**src/include/spl_pkg.sv**
```systemverilog
// Constants, types and helper functions of the parallel port lock block
// Overview of operation
// RL1 - De-emphasis pins pick off, 10, 20, 30 percent
// RL2 - Transmit word captured on transmit clock rise
// RL3 - FIFO absorbs phase; overflow flags, FIFO resets
// RL4 - Loop timing paces serializer from recovered clock
// RL5 - Receive word updates on recovered clock rise
// RL6 - Even transmit parity; error drops ok two cycles
// RL7 - Receive parity bit travels with each word
// RL8 - Receive parity even, same edge as data
// RL9 - Outside party supplies the reference clock
// RL10 - Lost receive data falls back to reference
// RL11 - Lock drops beyond 100 ppm deviation
// RL12 - Beyond 170 ppm counts as loss of lock
// RL13 - Lock unreliable beyond 500 ppm deviation
// RL14 - Lock low after power-up until captured
// RL15 - Runs of 72 identical bits are tolerated
// RL16 - Capture takes about 3500 bit times
// RL17 - Rate pins choose the parallel clock rate
`default_nettype none
package spl_pkg;
	// Clock and link timing
	localparam int unsigned CLK_PERIOD_NS  = 25;
	localparam int unsigned WORD_PERIOD_NS = 200;
	localparam int unsigned WORD_CYC       = WORD_PERIOD_NS / CLK_PERIOD_NS;
	localparam int unsigned TX_W           = 4;
	localparam logic [1:0]  PAR_PULSE_CYC  = 2'h2;
	// Lock monitor figures
	localparam int unsigned CID_MAX        = 72;
	localparam int unsigned RUN_W          = $clog2(CID_MAX + 2);
	localparam int unsigned CAPTURE_BITS   = 3500;
	localparam int unsigned CAPTURE_EDGES  = (CAPTURE_BITS + TX_W - 1) / TX_W;
	localparam int unsigned CAP_W          = $clog2(CAPTURE_EDGES + 1);
	localparam int unsigned WARN_PPM       = 100;
	localparam int unsigned LOSS_PPM       = 170;
	localparam int unsigned PPM_SCALE      = 1000000;
	// De-emphasis levels in percent
	localparam logic [4:0]  DEEMPH_OFF     = 5'h00;
	localparam logic [4:0]  DEEMPH_10      = 5'h0A;
	localparam logic [4:0]  DEEMPH_20      = 5'h14;
	localparam logic [4:0]  DEEMPH_30      = 5'h1E;
	// Parallel clock divide, as a shift of the fastest rate
	localparam logic [2:0]  RATE_SH_FULL   = 3'h0;
	localparam logic [2:0]  RATE_SH_HALF   = 3'h1;
	localparam logic [2:0]  RATE_SH_QUART  = 3'h2;
	localparam logic [2:0]  RATE_SH_SIXT   = 3'h4;
	// Register map
	localparam int unsigned ADDR_W         = 4;
	localparam logic [3:0]  REG_CTRL       = 4'h0;
	localparam logic [3:0]  REG_STATUS     = 4'h4;
	localparam logic [3:0]  REG_INT_STAT   = 4'h8;
	localparam logic [3:0]  REG_INT_MASK   = 4'hC;
	localparam int unsigned CTRL_PAR_EN    = 0;
	localparam int unsigned CTRL_FLUSH     = 1;
	localparam logic        CTRL_PAR_RST   = 1'h1;
	localparam int unsigned INT_W          = 4;
	localparam int unsigned INT_OVF        = 0;
	localparam int unsigned INT_PAR        = 1;
	localparam int unsigned INT_WARN       = 2;
	localparam int unsigned INT_FALLBACK   = 3;
	localparam int unsigned STS_LOCK       = 0;
	localparam int unsigned STS_FALLBACK   = 1;
	localparam int unsigned STS_LOST       = 2;
	localparam int unsigned STS_WARN       = 3;
	localparam int unsigned STS_LOOP       = 4;
	localparam int unsigned STS_RATE_LSB   = 8;
	localparam int unsigned STS_LVL_LSB    = 16;

	typedef enum logic [1:0] {
		ST_ACQ      = 2'b00,
		ST_LOCK     = 2'b01,
		ST_FALLBACK = 2'b10
	} spl_lock_st_t;

	// Even parity bit over one word
	function automatic logic even_par(input logic [TX_W-1:0] w);
		return ^w;
	endfunction

	// De-emphasis level from the two select pins
	function automatic logic [4:0] deemph_pct(input logic hi, input logic lo);
		case ({hi, lo})
			2'b01:   return DEEMPH_10;
			2'b10:   return DEEMPH_20;
			2'b11:   return DEEMPH_30;
			default: return DEEMPH_OFF;
		endcase
	endfunction

	// Parallel clock divide shift from the two rate pins
	function automatic logic [2:0] rate_shift(input logic hi, input logic lo);
		case ({hi, lo})
			2'b01:   return RATE_SH_HALF;
			2'b10:   return RATE_SH_QUART;
			2'b11:   return RATE_SH_SIXT;
			default: return RATE_SH_FULL;
		endcase
	endfunction

	// True when dev / ref exceeds the given ppm figure
	function automatic logic ppm_over(input logic [31:0] dev,
			input logic [31:0] exp_cyc, input int unsigned ppm);
		return (64'(dev) * 64'(PPM_SCALE)) > (64'(exp_cyc) * 64'(ppm));
	endfunction
endpackage
`default_nettype wire

```
**src/rtl/spl_freq_mon.sv**
```systemverilog
// Frequency monitor: recovered clock edges against reference cycles
`timescale 1ns/1ps
`default_nettype none
module spl_freq_mon #(
	parameter int unsigned WIN_EDGES = 16384,
	parameter int unsigned BASE_CYC  = spl_pkg::WORD_CYC
) (
	input  wire logic       clk_in,
	input  wire logic       rst_in,
	input  wire logic       edge_in,
	input  wire logic [2:0] shift_in,
	output logic            done_out,
	output logic            warn_out,
	output logic            loss_out
);
	import spl_pkg::*;

	// Worst window span at the slowest rate, stall margin not included
	localparam longint unsigned MAX_SPAN = 64'(BASE_CYC) * WIN_EDGES * 16;

	if (WIN_EDGES < 2 || MAX_SPAN >= 64'h4000_0000) begin : g_bad_win
		$error("spl_freq_mon: window out of range");
	end

	logic [31:0] edge_cnt_q, edge_cnt_d, cyc_cnt_q, cyc_cnt_d;
	logic [31:0] exp_cyc, dev, meas;
	logic        done_d, warn_d, loss_d, stall, last;

	// Window ends on the last edge, or on a stall when edges stop
	always_comb begin
		exp_cyc    = 32'(BASE_CYC * WIN_EDGES) << shift_in;
		meas       = cyc_cnt_q + 32'h1;
		dev        = (meas > exp_cyc) ? meas - exp_cyc : exp_cyc - meas;
		stall      = cyc_cnt_q > (exp_cyc << 1);
		last       = edge_in && (edge_cnt_q == 32'(WIN_EDGES - 1));
		done_d     = last || stall;
		warn_d     = warn_out;
		loss_d     = loss_out;
		edge_cnt_d = edge_cnt_q + {31'h0, edge_in};
		cyc_cnt_d  = cyc_cnt_q + 32'h1;
		if (done_d) begin
			edge_cnt_d = 32'h0;
			cyc_cnt_d  = 32'h0;
			warn_d     = stall || ppm_over(dev, exp_cyc, WARN_PPM); // RL11
			loss_d     = stall || ppm_over(dev, exp_cyc, LOSS_PPM); // RL12
		end
	end

	// Counters and verdict registers
	always_ff @(posedge clk_in or posedge rst_in) begin
		if (rst_in) begin
			edge_cnt_q <= 32'h0;
			cyc_cnt_q  <= 32'h0;
			done_out   <= 1'b0;
			warn_out   <= 1'b1;
			loss_out   <= 1'b0;
		end else begin
			edge_cnt_q <= edge_cnt_d;
			cyc_cnt_q  <= cyc_cnt_d;
			done_out   <= done_d;
			warn_out   <= warn_d;
			loss_out   <= loss_d;
		end
	end
endmodule // spl_freq_mon
`default_nettype wire

```
**src/rtl/spl_port_lock.sv**
```systemverilog
// Parallel port, transmit FIFO, parity and lock logic of the transceiver
//
// Chosen here: the register addresses and the strobed register port.
`timescale 1ns/1ps
`default_nettype none
module spl_port_lock #(
	parameter int unsigned FIFO_DEPTH = 8,
	parameter int unsigned WIN_EDGES  = 16384,
	parameter int unsigned SER_DIV    = spl_pkg::WORD_CYC
) (
	input  wire logic                       ref_clk_in,
	input  wire logic                       rst_in,
	input  wire logic                       tx_word_clk_in,
	input  wire logic [spl_pkg::TX_W-1:0]   tx_word_in,
	input  wire logic                       tx_parity_in,
	output logic                            tx_parity_ok_n_pulse_out,
	output logic                            tx_fifo_overflow_flag_out,
	output logic [spl_pkg::TX_W-1:0]        ser_word_out,
	output logic                            ser_word_valid_out,
	output logic                            ser_timing_src_out,
	input  wire logic                       rx_recovered_clk_in,
	input  wire logic [spl_pkg::TX_W-1:0]   rx_deser_word_in,
	output logic                            rx_clk_out,
	output logic [spl_pkg::TX_W-1:0]        rx_word_out,
	output logic                            rx_parity_out,
	output logic                            lock_indicator_out,
	output logic                            cdr_ref_fallback_out,
	input  wire logic                       deemph_sel_lo_in,
	input  wire logic                       deemph_sel_hi_in,
	output logic [4:0]                      deemph_pct_out,
	input  wire logic                       rate_sel_lo_in,
	input  wire logic                       rate_sel_hi_in,
	input  wire logic                       loop_timing_sel_in,
	input  wire logic [spl_pkg::ADDR_W-1:0] reg_addr_in,
	input  wire logic [31:0]                reg_wdata_in,
	input  wire logic                       reg_wr_in,
	input  wire logic                       reg_rd_in,
	output logic [31:0]                     reg_rdata_out,
	output logic                            irq_out
);
	import spl_pkg::*;

	localparam int unsigned AW     = $clog2(FIFO_DEPTH);
	localparam int unsigned LW     = AW + 1;
	localparam int unsigned DIV_W  = 12;
	localparam int unsigned SYNC_W = 2 * TX_W + 8;

	if (FIFO_DEPTH < 2 || FIFO_DEPTH > 64 ||
			(FIFO_DEPTH & (FIFO_DEPTH - 1)) != 0) begin : g_bad_depth
		$error("spl_port_lock: FIFO_DEPTH must be a power of two, 2 to 64");
	end
	if (SER_DIV < 1 || SER_DIV * 16 > (1 << DIV_W)) begin : g_bad_div
		$error("spl_port_lock: SER_DIV out of range");
	end

	// Pin synchronisers; stage a feeds only stage b
	logic [SYNC_W-1:0] sync_a_q, sync_b_q;
	logic              s_tx_word_clk, s_txpar, s_rx_recovered_clk;
	logic              s_dhi, s_dlo, s_rhi, s_rlo, s_loop;
	logic [TX_W-1:0]   s_txw, s_rxw;
	logic              tx_word_clk_c_q, rx_recovered_clk_c_q, tx_edge, rx_edge;

	always_ff @(posedge ref_clk_in or posedge rst_in) begin
		if (rst_in) begin
			sync_a_q  <= '0;
			sync_b_q  <= '0;
			tx_word_clk_c_q <= 1'b0;
			rx_recovered_clk_c_q <= 1'b0;
		end else begin
			sync_a_q  <= {tx_word_clk_in, tx_word_in, tx_parity_in,
				rx_recovered_clk_in, rx_deser_word_in, deemph_sel_hi_in,
				deemph_sel_lo_in, rate_sel_hi_in, rate_sel_lo_in,
				loop_timing_sel_in};
			sync_b_q  <= sync_a_q;
			tx_word_clk_c_q <= s_tx_word_clk;
			rx_recovered_clk_c_q <= s_rx_recovered_clk;
		end
	end

	// Unpack and find link clock rises
	assign {s_tx_word_clk, s_txw, s_txpar, s_rx_recovered_clk, s_rxw, s_dhi, s_dlo,
		s_rhi, s_rlo, s_loop} = sync_b_q;
	assign tx_edge = s_tx_word_clk && !tx_word_clk_c_q;
	assign rx_edge = s_rx_recovered_clk && !rx_recovered_clk_c_q;

	// Register bus decode
	logic par_en_q, par_en_d, flush;
	assign flush = reg_wr_in && (reg_addr_in == REG_CTRL) &&
		reg_wdata_in[CTRL_FLUSH];

	// Serializer pacing: reference divider, or recovered clock in loop timing
	logic [DIV_W-1:0] div_q, div_d, div_lim;
	logic [2:0]       rsh;
	logic             rd_tick;

	always_comb begin
		rsh     = rate_shift(s_rhi, s_rlo); // RL17
		div_lim = DIV_W'((SER_DIV << rsh) - 1); // RL9
		div_d   = (div_q >= div_lim) ? '0 : div_q + 1'b1;
		rd_tick = s_loop ? rx_edge : (div_q >= div_lim); // RL4
	end

	always_ff @(posedge ref_clk_in or posedge rst_in) begin
		if (rst_in) begin
			div_q <= '0;
		end else begin
			div_q <= div_d;
		end
	end

	// Transmit FIFO between link clock and serializer pacing
	logic [TX_W-1:0] mem [FIFO_DEPTH];
	logic [AW-1:0]   wp_q, wp_d, rp_q, rp_d;
	logic [LW-1:0]   lvl_q, lvl_d;
	logic [TX_W-1:0] ser_d;
	logic            full, wr_en, rd_en, ovf;

	always_comb begin
		full  = lvl_q == LW'(FIFO_DEPTH);
		wr_en = tx_edge && !full && !flush; // RL2
		rd_en = rd_tick && (lvl_q != '0) && !flush;
		ovf   = tx_edge && full;
		wp_d  = wp_q + AW'(wr_en);
		rp_d  = rp_q + AW'(rd_en);
		lvl_d = lvl_q + LW'(wr_en) - LW'(rd_en);
		ser_d = rd_en ? mem[rp_q] : ser_word_out;
		if (ovf || flush) begin
			// Realign: drop everything and restart both pointers
			wp_d  = '0; // RL3
			rp_d  = '0;
			lvl_d = '0;
		end
	end

	always_ff @(posedge ref_clk_in) begin
		if (wr_en) begin
			mem[wp_q] <= s_txw;
		end
	end

	always_ff @(posedge ref_clk_in or posedge rst_in) begin
		if (rst_in) begin
			wp_q                      <= '0;
			rp_q                      <= '0;
			lvl_q                     <= '0;
			ser_word_out              <= '0;
			ser_word_valid_out        <= 1'b0;
			tx_fifo_overflow_flag_out <= 1'b0;
			ser_timing_src_out        <= 1'b0;
		end else begin
			wp_q                      <= wp_d;
			rp_q                      <= rp_d;
			lvl_q                     <= lvl_d;
			ser_word_out              <= ser_d;
			ser_word_valid_out        <= rd_en;
			tx_fifo_overflow_flag_out <= ovf; // RL3
			ser_timing_src_out        <= s_loop; // RL4
		end
	end

	// Transmit parity check, low pulse stretched to two cycles
	logic [1:0] par_cnt_q, par_cnt_d;
	logic       par_err;

	always_comb begin
		par_err   = tx_edge && par_en_q && (even_par(s_txw) != s_txpar); // RL6
		par_cnt_d = par_err ? PAR_PULSE_CYC :
			par_cnt_q - 2'(par_cnt_q != 2'h0);
	end

	always_ff @(posedge ref_clk_in or posedge rst_in) begin
		if (rst_in) begin
			par_cnt_q                <= 2'h0;
			tx_parity_ok_n_pulse_out <= 1'b1;
		end else begin
			par_cnt_q                <= par_cnt_d;
			tx_parity_ok_n_pulse_out <= par_cnt_d == 2'h0; // RL6
		end
	end

	// Receive word, parity and identical-run tracking
	logic [RUN_W-1:0] run_q, run_d;
	logic             lastb_q, lastb_d, lost_q, lost_d;

	always_comb begin
		run_d   = run_q;
		lastb_d = lastb_q;
		lost_d  = lost_q;
		if (rx_edge) begin
			// Bit 0 is first in time
			for (int i = 0; i < TX_W; i++) begin
				if (s_rxw[i] == lastb_d) begin
					run_d = (&run_d) ? run_d : run_d + 1'b1;
				end else begin
					run_d = RUN_W'(1);
				end
				lastb_d = s_rxw[i];
			end
			lost_d = run_d > RUN_W'(CID_MAX); // RL15
		end
	end

	always_ff @(posedge ref_clk_in or posedge rst_in) begin
		if (rst_in) begin
			run_q         <= '0;
			lastb_q       <= 1'b0;
			lost_q        <= 1'b0;
			rx_clk_out    <= 1'b0;
			rx_word_out   <= '0;
			rx_parity_out <= 1'b0;
		end else begin
			run_q         <= run_d;
			lastb_q       <= lastb_d;
			lost_q        <= lost_d;
			rx_clk_out    <= s_rx_recovered_clk;
			if (rx_edge) begin
				rx_word_out   <= s_rxw; // RL5
				rx_parity_out <= even_par(s_rxw); // RL7 RL8
			end
		end
	end

	// Frequency comparison of recovered clock to reference
	logic fm_done, fm_warn, fm_loss;

	spl_freq_mon #(
		.WIN_EDGES (WIN_EDGES),
		.BASE_CYC  (SER_DIV)
	) u_freq_mon (
		.clk_in   (ref_clk_in),
		.rst_in   (rst_in),
		.edge_in  (rx_edge),
		.shift_in (rsh),
		.done_out (fm_done),
		.warn_out (fm_warn),
		.loss_out (fm_loss)
	);

	// Lock state: acquire, locked, or fallback to the reference
	spl_lock_st_t     st_q, st_d;
	logic [CAP_W-1:0] cap_q, cap_d;
	logic             cap_full, lock_d, fb_d, lose;

	always_comb begin
		st_d     = st_q;
		cap_d    = cap_q;
		cap_full = cap_q == CAP_W'(CAPTURE_EDGES);
		lose     = lost_q || (fm_done && fm_loss); // RL10 RL12
		case (st_q)
			ST_ACQ: begin
				if (rx_edge && !cap_full) begin
					cap_d = cap_q + 1'b1; // RL16
				end
				if (lose) begin
					st_d = ST_FALLBACK;
				end else if (fm_done && !fm_warn && cap_full) begin
					st_d = ST_LOCK; // RL14
				end
			end
			ST_LOCK: begin
				if (lose) begin
					st_d = ST_FALLBACK;
				end
			end
			ST_FALLBACK: begin
				cap_d = '0;
				if (fm_done && !fm_loss && !lost_q) begin
					st_d = ST_ACQ;
				end
			end
			default: begin
				st_d = ST_ACQ;
			end
		endcase
		// Warning verdict only takes effect at window end
		lock_d = (st_d == ST_LOCK) && !(fm_done ? fm_warn : !lock_indicator_out
			&& st_q == ST_LOCK); // RL11
		fb_d   = st_d == ST_FALLBACK; // RL10
	end

	always_ff @(posedge ref_clk_in or posedge rst_in) begin
		if (rst_in) begin
			st_q                 <= ST_ACQ;
			cap_q                <= '0;
			lock_indicator_out   <= 1'b0;
			cdr_ref_fallback_out <= 1'b0;
			deemph_pct_out       <= DEEMPH_OFF;
		end else begin
			st_q                 <= st_d;
			cap_q                <= cap_d;
			lock_indicator_out   <= lock_d;
			cdr_ref_fallback_out <= fb_d;
			deemph_pct_out       <= deemph_pct(s_dhi, s_dlo); // RL1
		end
	end

	// Registers: sticky events win over a same-cycle clear
	logic [INT_W-1:0] ist_q, ist_d, imask_q, imask_d, ev;
	logic [31:0]      rdata_d;

	always_comb begin
		ev               = '0;
		ev[INT_OVF]      = ovf;
		ev[INT_PAR]      = par_err;
		ev[INT_WARN]     = lock_indicator_out && !lock_d;
		ev[INT_FALLBACK] = fb_d && !cdr_ref_fallback_out;
		par_en_d         = par_en_q;
		imask_d          = imask_q;
		ist_d            = ist_q;
		if (reg_wr_in && reg_addr_in == REG_CTRL) begin
			par_en_d = reg_wdata_in[CTRL_PAR_EN];
		end
		if (reg_wr_in && reg_addr_in == REG_INT_MASK) begin
			imask_d = reg_wdata_in[INT_W-1:0];
		end
		if (reg_wr_in && reg_addr_in == REG_INT_STAT) begin
			ist_d = ist_q & ~reg_wdata_in[INT_W-1:0];
		end
		ist_d   = ist_d | ev;
		rdata_d = '0;
		if (reg_rd_in) begin
			case (reg_addr_in)
				REG_CTRL: rdata_d[CTRL_PAR_EN] = par_en_q;
				REG_STATUS: begin
					rdata_d[STS_LOCK]     = lock_indicator_out;
					rdata_d[STS_FALLBACK] = cdr_ref_fallback_out;
					rdata_d[STS_LOST]     = lost_q;
					rdata_d[STS_WARN]     = fm_warn;
					rdata_d[STS_LOOP]     = s_loop;
					rdata_d[STS_RATE_LSB +: 2]  = {s_rhi, s_rlo};
					rdata_d[STS_LVL_LSB +: LW]  = lvl_q;
				end
				REG_INT_STAT: rdata_d[INT_W-1:0] = ist_q;
				REG_INT_MASK: rdata_d[INT_W-1:0] = imask_q;
				default:      rdata_d = '0;
			endcase
		end
	end

	always_ff @(posedge ref_clk_in or posedge rst_in) begin
		if (rst_in) begin
			par_en_q      <= CTRL_PAR_RST;
			ist_q         <= '0;
			imask_q       <= '0;
			reg_rdata_out <= '0;
			irq_out       <= 1'b0;
		end else begin
			par_en_q      <= par_en_d;
			ist_q         <= ist_d;
			imask_q       <= imask_d;
			reg_rdata_out <= rdata_d;
			irq_out       <= |(ist_d & imask_d);
		end
	end
endmodule // spl_port_lock
`default_nettype wire
```
**config.mk**
```make
export PLATFORM = sky130hd
export DESIGN_NAME = spl_port_lock
export DESIGN_NICKNAME = d
export VERILOG_FILES = /design/src/include/spl_pkg.sv /design/src/rtl/spl_freq_mon.sv /design/src/rtl/spl_port_lock.sv
export SDC_FILE = /design/constraint.sdc
export NUM_CORES = 1
export LEC_CHECK = 0
export BUFFER_PORTS_ARGS = -buffer_cell sky130_fd_sc_hd__buf_2
export CAP_MARGIN = 20
export CORE_UTILIZATION = 57
export CTS_CLUSTER_SIZE = 25
export DETAILED_ROUTE_END_ITERATION = 10
export GPL_ROUTABILITY_DRIVEN = 0
export MAX_ROUTING_LAYER = met4
export PLACE_DENSITY = 0.76
export SLEW_MARGIN = 40
export SYNTH_ARGS = -nofsm -noshare
export SYNTH_HDL_FRONTEND = slang
export SYNTH_SLANG_ARGS = --single-unit
```
**constraint.sdc**
```tcl
create_clock -name ref_clk_in -period 13.46 [get_ports ref_clk_in]
set_input_delay 0.673 -clock ref_clk_in [delete_from_list [all_inputs] [get_ports ref_clk_in]]
set_output_delay 0.673 -clock ref_clk_in [all_outputs]
set_load 0.05 [all_outputs]
```
### Yosys cells after proc, flatten, opt, wreduce, memory -nomap -nowiden

Memories as Yosys holds them, arrays and structs flattened. A register that Yosys moved wholly into a read port is not among the register bits.
Cells that the tools add are included.

| operators by class | value |
|---|---|
| add/sub/neg operators | 16 |
| multiply operators | 3 |
| magnitude comparators | 6 |
| eq/ne operators | 22 |
| shifts and indexed selects | 2 |
| multiplexer cells | 41 |
| bitwise logic cells | 4 |
| reductions and logical operators | 55 |

Operators by type and width:

| operator | count |
|---|---|
| two-way mux 32 bit | 3 |
| two-way mux 7 bit | 12 |
| > comparator 32 bit | 2 |
| subtractor 32 bit | 2 |
| > comparator 52 x 39 -> 1 bit | 1 |
| > comparator 52 x 40 -> 1 bit | 1 |
| multiplier 32 x 14 -> 46 bit, second input constant | 1 |
| multiplier 32 x 7 -> 39 bit, second input constant | 1 |
| multiplier 32 x 5 -> 37 bit, second input constant | 1 |
| adder 32 x 1 -> 32 bit | 1 |
| adder 32 x 1 -> 32 bit, second input constant | 1 |
| equality test 32 x 14 -> 1 bit, second input constant | 1 |
| << shifter 18 x 3 -> 32 bit, first input constant | 1 |
| adder 7 x 1 -> 7 bit, second input constant | 4 |
| AND reduction 7 bit | 4 |
| logical AND 1 bit | 24 |
| two-way mux 20 bit | 1 |
| one-hot mux 10 bit (2 select lines) | 1 |
| one-hot mux 3 bit (3 select lines) | 2 |
| two-way mux 4 bit | 4 |
| one-hot mux 5 bit (3 select lines) | 1 |
| adder 12 x 1 -> 12 bit, second input constant | 1 |
| equality test 2 bit, second input constant | 6 |
| equality test 4 bit, second input constant | 3 |
| 34 further kinds | 70 |

| word-level totals | value |
|---|---|
| flip-flop bits (word level) | 204 |
| RAM bits | 32 |
| bits of input ports | 56 |
| output and inout bits | 54 |
| logic and storage cells | 183 |
| memories | 1 |

Memory list:

| memory | words | bits a word | rd ports | clocked after Yosys merged registers in | write ports | line | text |
|---|---|---|---|---|---|---|---|
| mem | 8 | 4 | 1 | 1 | 1 | spl_port_lock.sv:112 | `logic [TX_W-1:0] mem [FIFO_DEPTH];` |

### Depth between registers and ports, before layout

| logic depth | value |
|---|---|
| depth in word-level cells | 17 |
| mapped depth | 51 |
| gate-level depth less buffers | 49 |

### Modules after synthesis

From an unflattened synthesis, not the netlist that was laid out.

| second synthesis, totals | value |
|---|---|
| cell total of the unflattened synthesis | 2340 |
| area total of the unflattened synthesis | 21674.5 um^2 |

Modules (own cells, without submodules):

| module | times used | cells each | area an instance (um^2) | sequential area each (um^2) |
|---|---|---|---|---|
| spl_freq_mon | 1 | 1749 | 14777.9 | 1677.9 |
| spl_port_lock | 1 | 591 | 6896.6 | 3866.2 |

### Least setup slack after synthesis

Ideal clock, no wire load.

| timing path | value |
|---|---|
| kind | reg2reg |
| start point | register u_freq_mon.cyc_cnt_q[1] |
| end point | register u_freq_mon.loss_out |
| library setup time | 0.133 ns |
| data arrival time | 9.915 ns |
| data required time | 13.327 ns |
| path slack | 3.412 ns |
| stages on the path, launching flop included | 48 |
| buffers on the path | 1 |
| clock period less this slack | 10.048 ns |
| cell sequence | dfrtp_1 -> ha_1 -> and3_1 -> nand3_2 -> or2_2 -> xor2_1 -> inv_1 -> ha_1 -> o21ai_0 -> nand2b_1 -> a21o_1 -> a21o_1 -> a21oi_1 -> o21a_1 -> o21ai_2 -> buf_6 -> nor2_1 -> xnor2_1 -> [12 not listed] -> o21ai_0 -> a221o_1 -> a21o_1 -> a221oi_1 -> o21ai_0 -> xnor2_1 -> ha_1 -> a21o_1 -> a21o_1 -> a21oi_1 -> nor2b_1 -> o21ai_0 -> nand2b_1 -> nor3_1 -> nand2_1 -> o21ai_0 -> a31o_2 -> a21oi_1 |

| on the way | value |
|---|---|
| longest elaborated chain between the ends | 6 |
| elaborated cells between the ends (all ways) | 10 |
| classes of those cells | 3 x add/sub; 1 x mul; 3 x order compare; 1 x mux; 2 x reduce/logical |

Ends and longest elaborated chain:

| what | line | text |
|---|---|---|
| start: declaration | spl_freq_mon.sv:25 | `logic [31:0] edge_cnt_q, edge_cnt_d, cyc_cnt_q, cyc_cnt_d;` |
| start signal: assignment | spl_freq_mon.sv:59 | `cyc_cnt_q <= cyc_cnt_d;` |
| adder 32 x 1 -> 32 bit | spl_freq_mon.sv:32 | `meas = cyc_cnt_q + 32'h1;` |
| subtractor 32 bit or > comparator 32 bit (tied branches) | spl_freq_mon.sv:33 | `dev = (meas > exp_cyc) ? meas - exp_cyc : exp_cyc - meas;` |
| two-way mux 32 bit | spl_freq_mon.sv:33 |  |
| multiplier 32 x 14 -> 46 bit | spl_pkg.sv:103 | `return (64'(dev) * 64'(PPM_SCALE)) > (64'(exp_cyc) * 64'(ppm));` |
| > comparator 52 x 40 -> 1 bit | spl_pkg.sv:103 |  |
| logical OR 1 bit | spl_freq_mon.sv:45 | `loss_d = stall \|\| ppm_over(dev, exp_cyc, LOSS_PPM);` |
| end signal: assignment | spl_freq_mon.sv:62 | `loss_out <= loss_d;` |
| end: declaration | spl_freq_mon.sv:14 | `output logic loss_out` |

Several ways; a longest one is shown, not always the timed one.
A chain may end at the register's enable or synchronous reset.

### Worst setup path after layout

| timing path | value |
|---|---|
| start point | register u_freq_mon.cyc_cnt_q[0] |
| end point | register u_freq_mon.loss_out |

Same word-level chain as after synthesis.

==> results.cfg <==
[worst_setup_path]
slowest_delay_ns = 0.62
path_class = flip-flop to flip-flop
required_ns = 13.83
cpMaxStageDelayCell = a221oi_1
r2r-start = u_freq_mon.cyc_cnt_q[0]$_DFF_PP0_
startpoint_type = flip-flop
path_buf_inv = 5
path_max_fanout = 14
r2r_setup_slack_ns = 1.0
rr_worst_depth = 47
worstPathArrival_ns = 12.83
end_kind = flip-flop
r2r-end = u_freq_mon.loss_out$_DFFE_PP0N_
worst_path_dominant_cell_family = compound AO/OA/AOI/OAI gates

[layout]
layout.cells.non_filler = 2839
fin_util_pct = 62.4
final_nets = 2767
drive_gt1_share_pct = 8.78
final_cell_area_um2 = 23100
antenna_cells = 0
mostFrequentLayoutCells = inv_1, ha_1, dfrtp_1
syn2layout_area_growth_pct = 7.01
final_common_cell = inv_1

[route]
dr.max_layer_used = met4
routed_via_density = 5.75
wl_met1_mm = 21.0
met3_length_mm = 2.30
remaining_drc_errors = 0
wl_met2_mm = 23.2
drtIter0Drc = 1059
final_antenna_net_count = 0
dr.pass1.iters = 7
vias = 16314
route.final.wire_length_mm = 47.5
routedWlPerCell_um = 16.7

[synth]
avgSynthCellArea_um2 = 9.45
synth_ff_type = dfrtp_1
yosys_warnings = 0
async_reset_ff_share_pct = 85.1
yosysTopAreaCellShare_pct = 20.9
seq_area_frac_synth_pct = 25.7
synth_cells = 2282
synth_area_leader_cell = dfrtp_1
synth_edf_count = 32
synth-seq-cells = 215
synth.distinct_cells = 104
synth.area.top_cells = dfrtp_1, ha_1, fa_1
syn_area_um2 = 21600

[clock_network]
cts.sinks = 215
ctsResizeCount = 0
htreeDepth = 1
clk_latency_ns = 0.52
cts_setup_buffers = 0
cts_root_buf = clkbuf_16
cts-buffers-inserted = 23
ctsHoldBuffers = 0
clkTransAtPathRegs_ns = 0.06
cts_tree = done
cts_buffer_depth = 3

[floorplan]
die-area_um2 = 38600
io_pins = 110
die_height_um = 197
die_w_um = 197
rows = 70
coreArea_um2 = 37000
start_util_pct = 58.4

[grt]
grt_pass1_vias = 16465
grt_max_degree = 111
antenna_found_initial = 0
track_usage_pct = 26.0
grt_pass1_wl_mm = 79.9
grt-ovfl-total = 0

[timing]
post-route-period-util_pct = 92.6
max_slew_margin_pct = 43.6
slew_viol_final = 0
hold_viol = 0
post-route-min-period_ns = 12.46
hold_slack_ns = 0.199
tightest_slew_ns = 0.834
skew_ns = 0.0231
worst_slack_ns = 0.995
finalSetupTns_ns = 0
finalSetupViolCount = 0
rsz0062_at_grt = false
clock.fmax_mhz = 80.2

[hold_path]
holdCritPathClass = input pin to async pin

[pwr]
power.total_mw = 4.40
power_density_nw_per_um2 = 191
p_leak_nw = 11.3
irDropWorstVdd_mv = 0.219

[run_status]
status = completed

[run]
cap_viol_max_count = 0

[place]
hpwlAfterDp_mm = 37.7
placed_cell_area_um2 = 22300
io_buffers = 59
dp_cells = 2798
dp_slack_ns = 1.23
## where the power goes
group	switching [mW]	internal, mW	leakage [nW]	total [mW]
Sequential	0.0532	0.714	2.64	0.767
Clock	0.263	0.390	0.395	0.653
Combinational	1.78	1.20	8.26	2.98
Total	2.09	2.31	11.3	4.40
## cells by family (layout without fill, tap and decap cells)
group,count (synthesis),in the layout,share of synthesized area (%)
flip-flops,215,215,25.7
adder cells (fa/ha/maj),398,398,27.6
multiplexers,38,38,2.37
AO/OA/AOI/OAI,377,377,12.1
other,1,36,0.0174
buffers and inverters,392,410,7.65
AND/OR/NAND/NOR,669,669,16.4
XOR/XNOR,192,192,8.16
## worst reg2reg max path: cells and delay by family (launching register included)
family	cells	cell delay, ns
buffers and inverters	5	0.26
and+or+nand+nor	9	1.56
xor gates and xnor gates	5	1.60
AOI/OAI and AO/OA	19	4.33
DFF	1	0.60
adders and majority gates	9	3.96
## state kept, by name, summed over array words and instances (netlist names), 2 cells and up
signal and count:
st_q 2, par_cnt_q 2, wp_q 3, sync_a_q 16
sync_b_q 16, lvl_q 4, deemph_pct_out 2, mem 32
rx_word_out 4, ser_word_out 4, ist_q 4, cap_q 10
imask_q 4, run_q 7, u_freq_mon.cyc_cnt_q 32, div_q 12
u_freq_mon.edge_cnt_q 32, reg_rdata_out 11, rp_q 3
## cell usage after synthesis (13+ instances only)
library cell	number
a21o_1	66
fa_1	131
xnor2_1	91
or3_1	14
o21ai_0	61
buf_2	13
nand2b_1	22
clkbuf_1	39
inv_1	296
buf_4	31
nor2_1	179
nand4_1	36
mux2i_1	18
a31oi_1	21
xor2_1	92
ha_1	261
dfrtp_1	180
and3_1	32
nand2_1	138
nand3_1	58
nor4_1	13
a21oi_1	93
nor2b_1	21
edfxtp_1	32
nor3_1	41
o21a_1	16
and2_1	38
## worst max-delay path by stage
stage / startpoint / end / cells past startpoint
final: u_freq_mon.cyc_cnt_q[0]$_DFF_PP0_ / u_freq_mon.loss_out$_DFFE_PP0N_ / 47
after global placement: u_freq_mon.cyc_cnt_q[0]$_DFF_PP0_ / u_freq_mon.loss_out$_DFFE_PP0N_ / 47
after detailed placement: u_freq_mon.cyc_cnt_q[0]$_DFF_PP0_ / u_freq_mon.loss_out$_DFFE_PP0N_ / 47
after CTS: u_freq_mon.cyc_cnt_q[0]$_DFF_PP0_ / u_freq_mon.loss_out$_DFFE_PP0N_ / 47
after floorplan: u_freq_mon.cyc_cnt_q[1]$_DFF_PP0_ / u_freq_mon.loss_out$_DFFE_PP0N_ / 47
after global routing: u_freq_mon.cyc_cnt_q[0]$_DFF_PP0_ / u_freq_mon.loss_out$_DFFE_PP0N_ / 47
## metal layers
metal,vias up,GRT usage [%]
met4,0,6.54
met2,445,43.5
li1,7782,-
met3,90,2.55
met1,7997,34.0
met5,-,-
## layout make-up
class	count	area, µm²
clock buffers	30	663
clock inverters	11	126
fillers	3115	13900
inverters	297	1130
multi-input cells	1710	14600
flip-flops and latches	215	5540
well taps	504	631
repair buffers	72	397
Note: power is estimated with default switching activity, not from simulation.
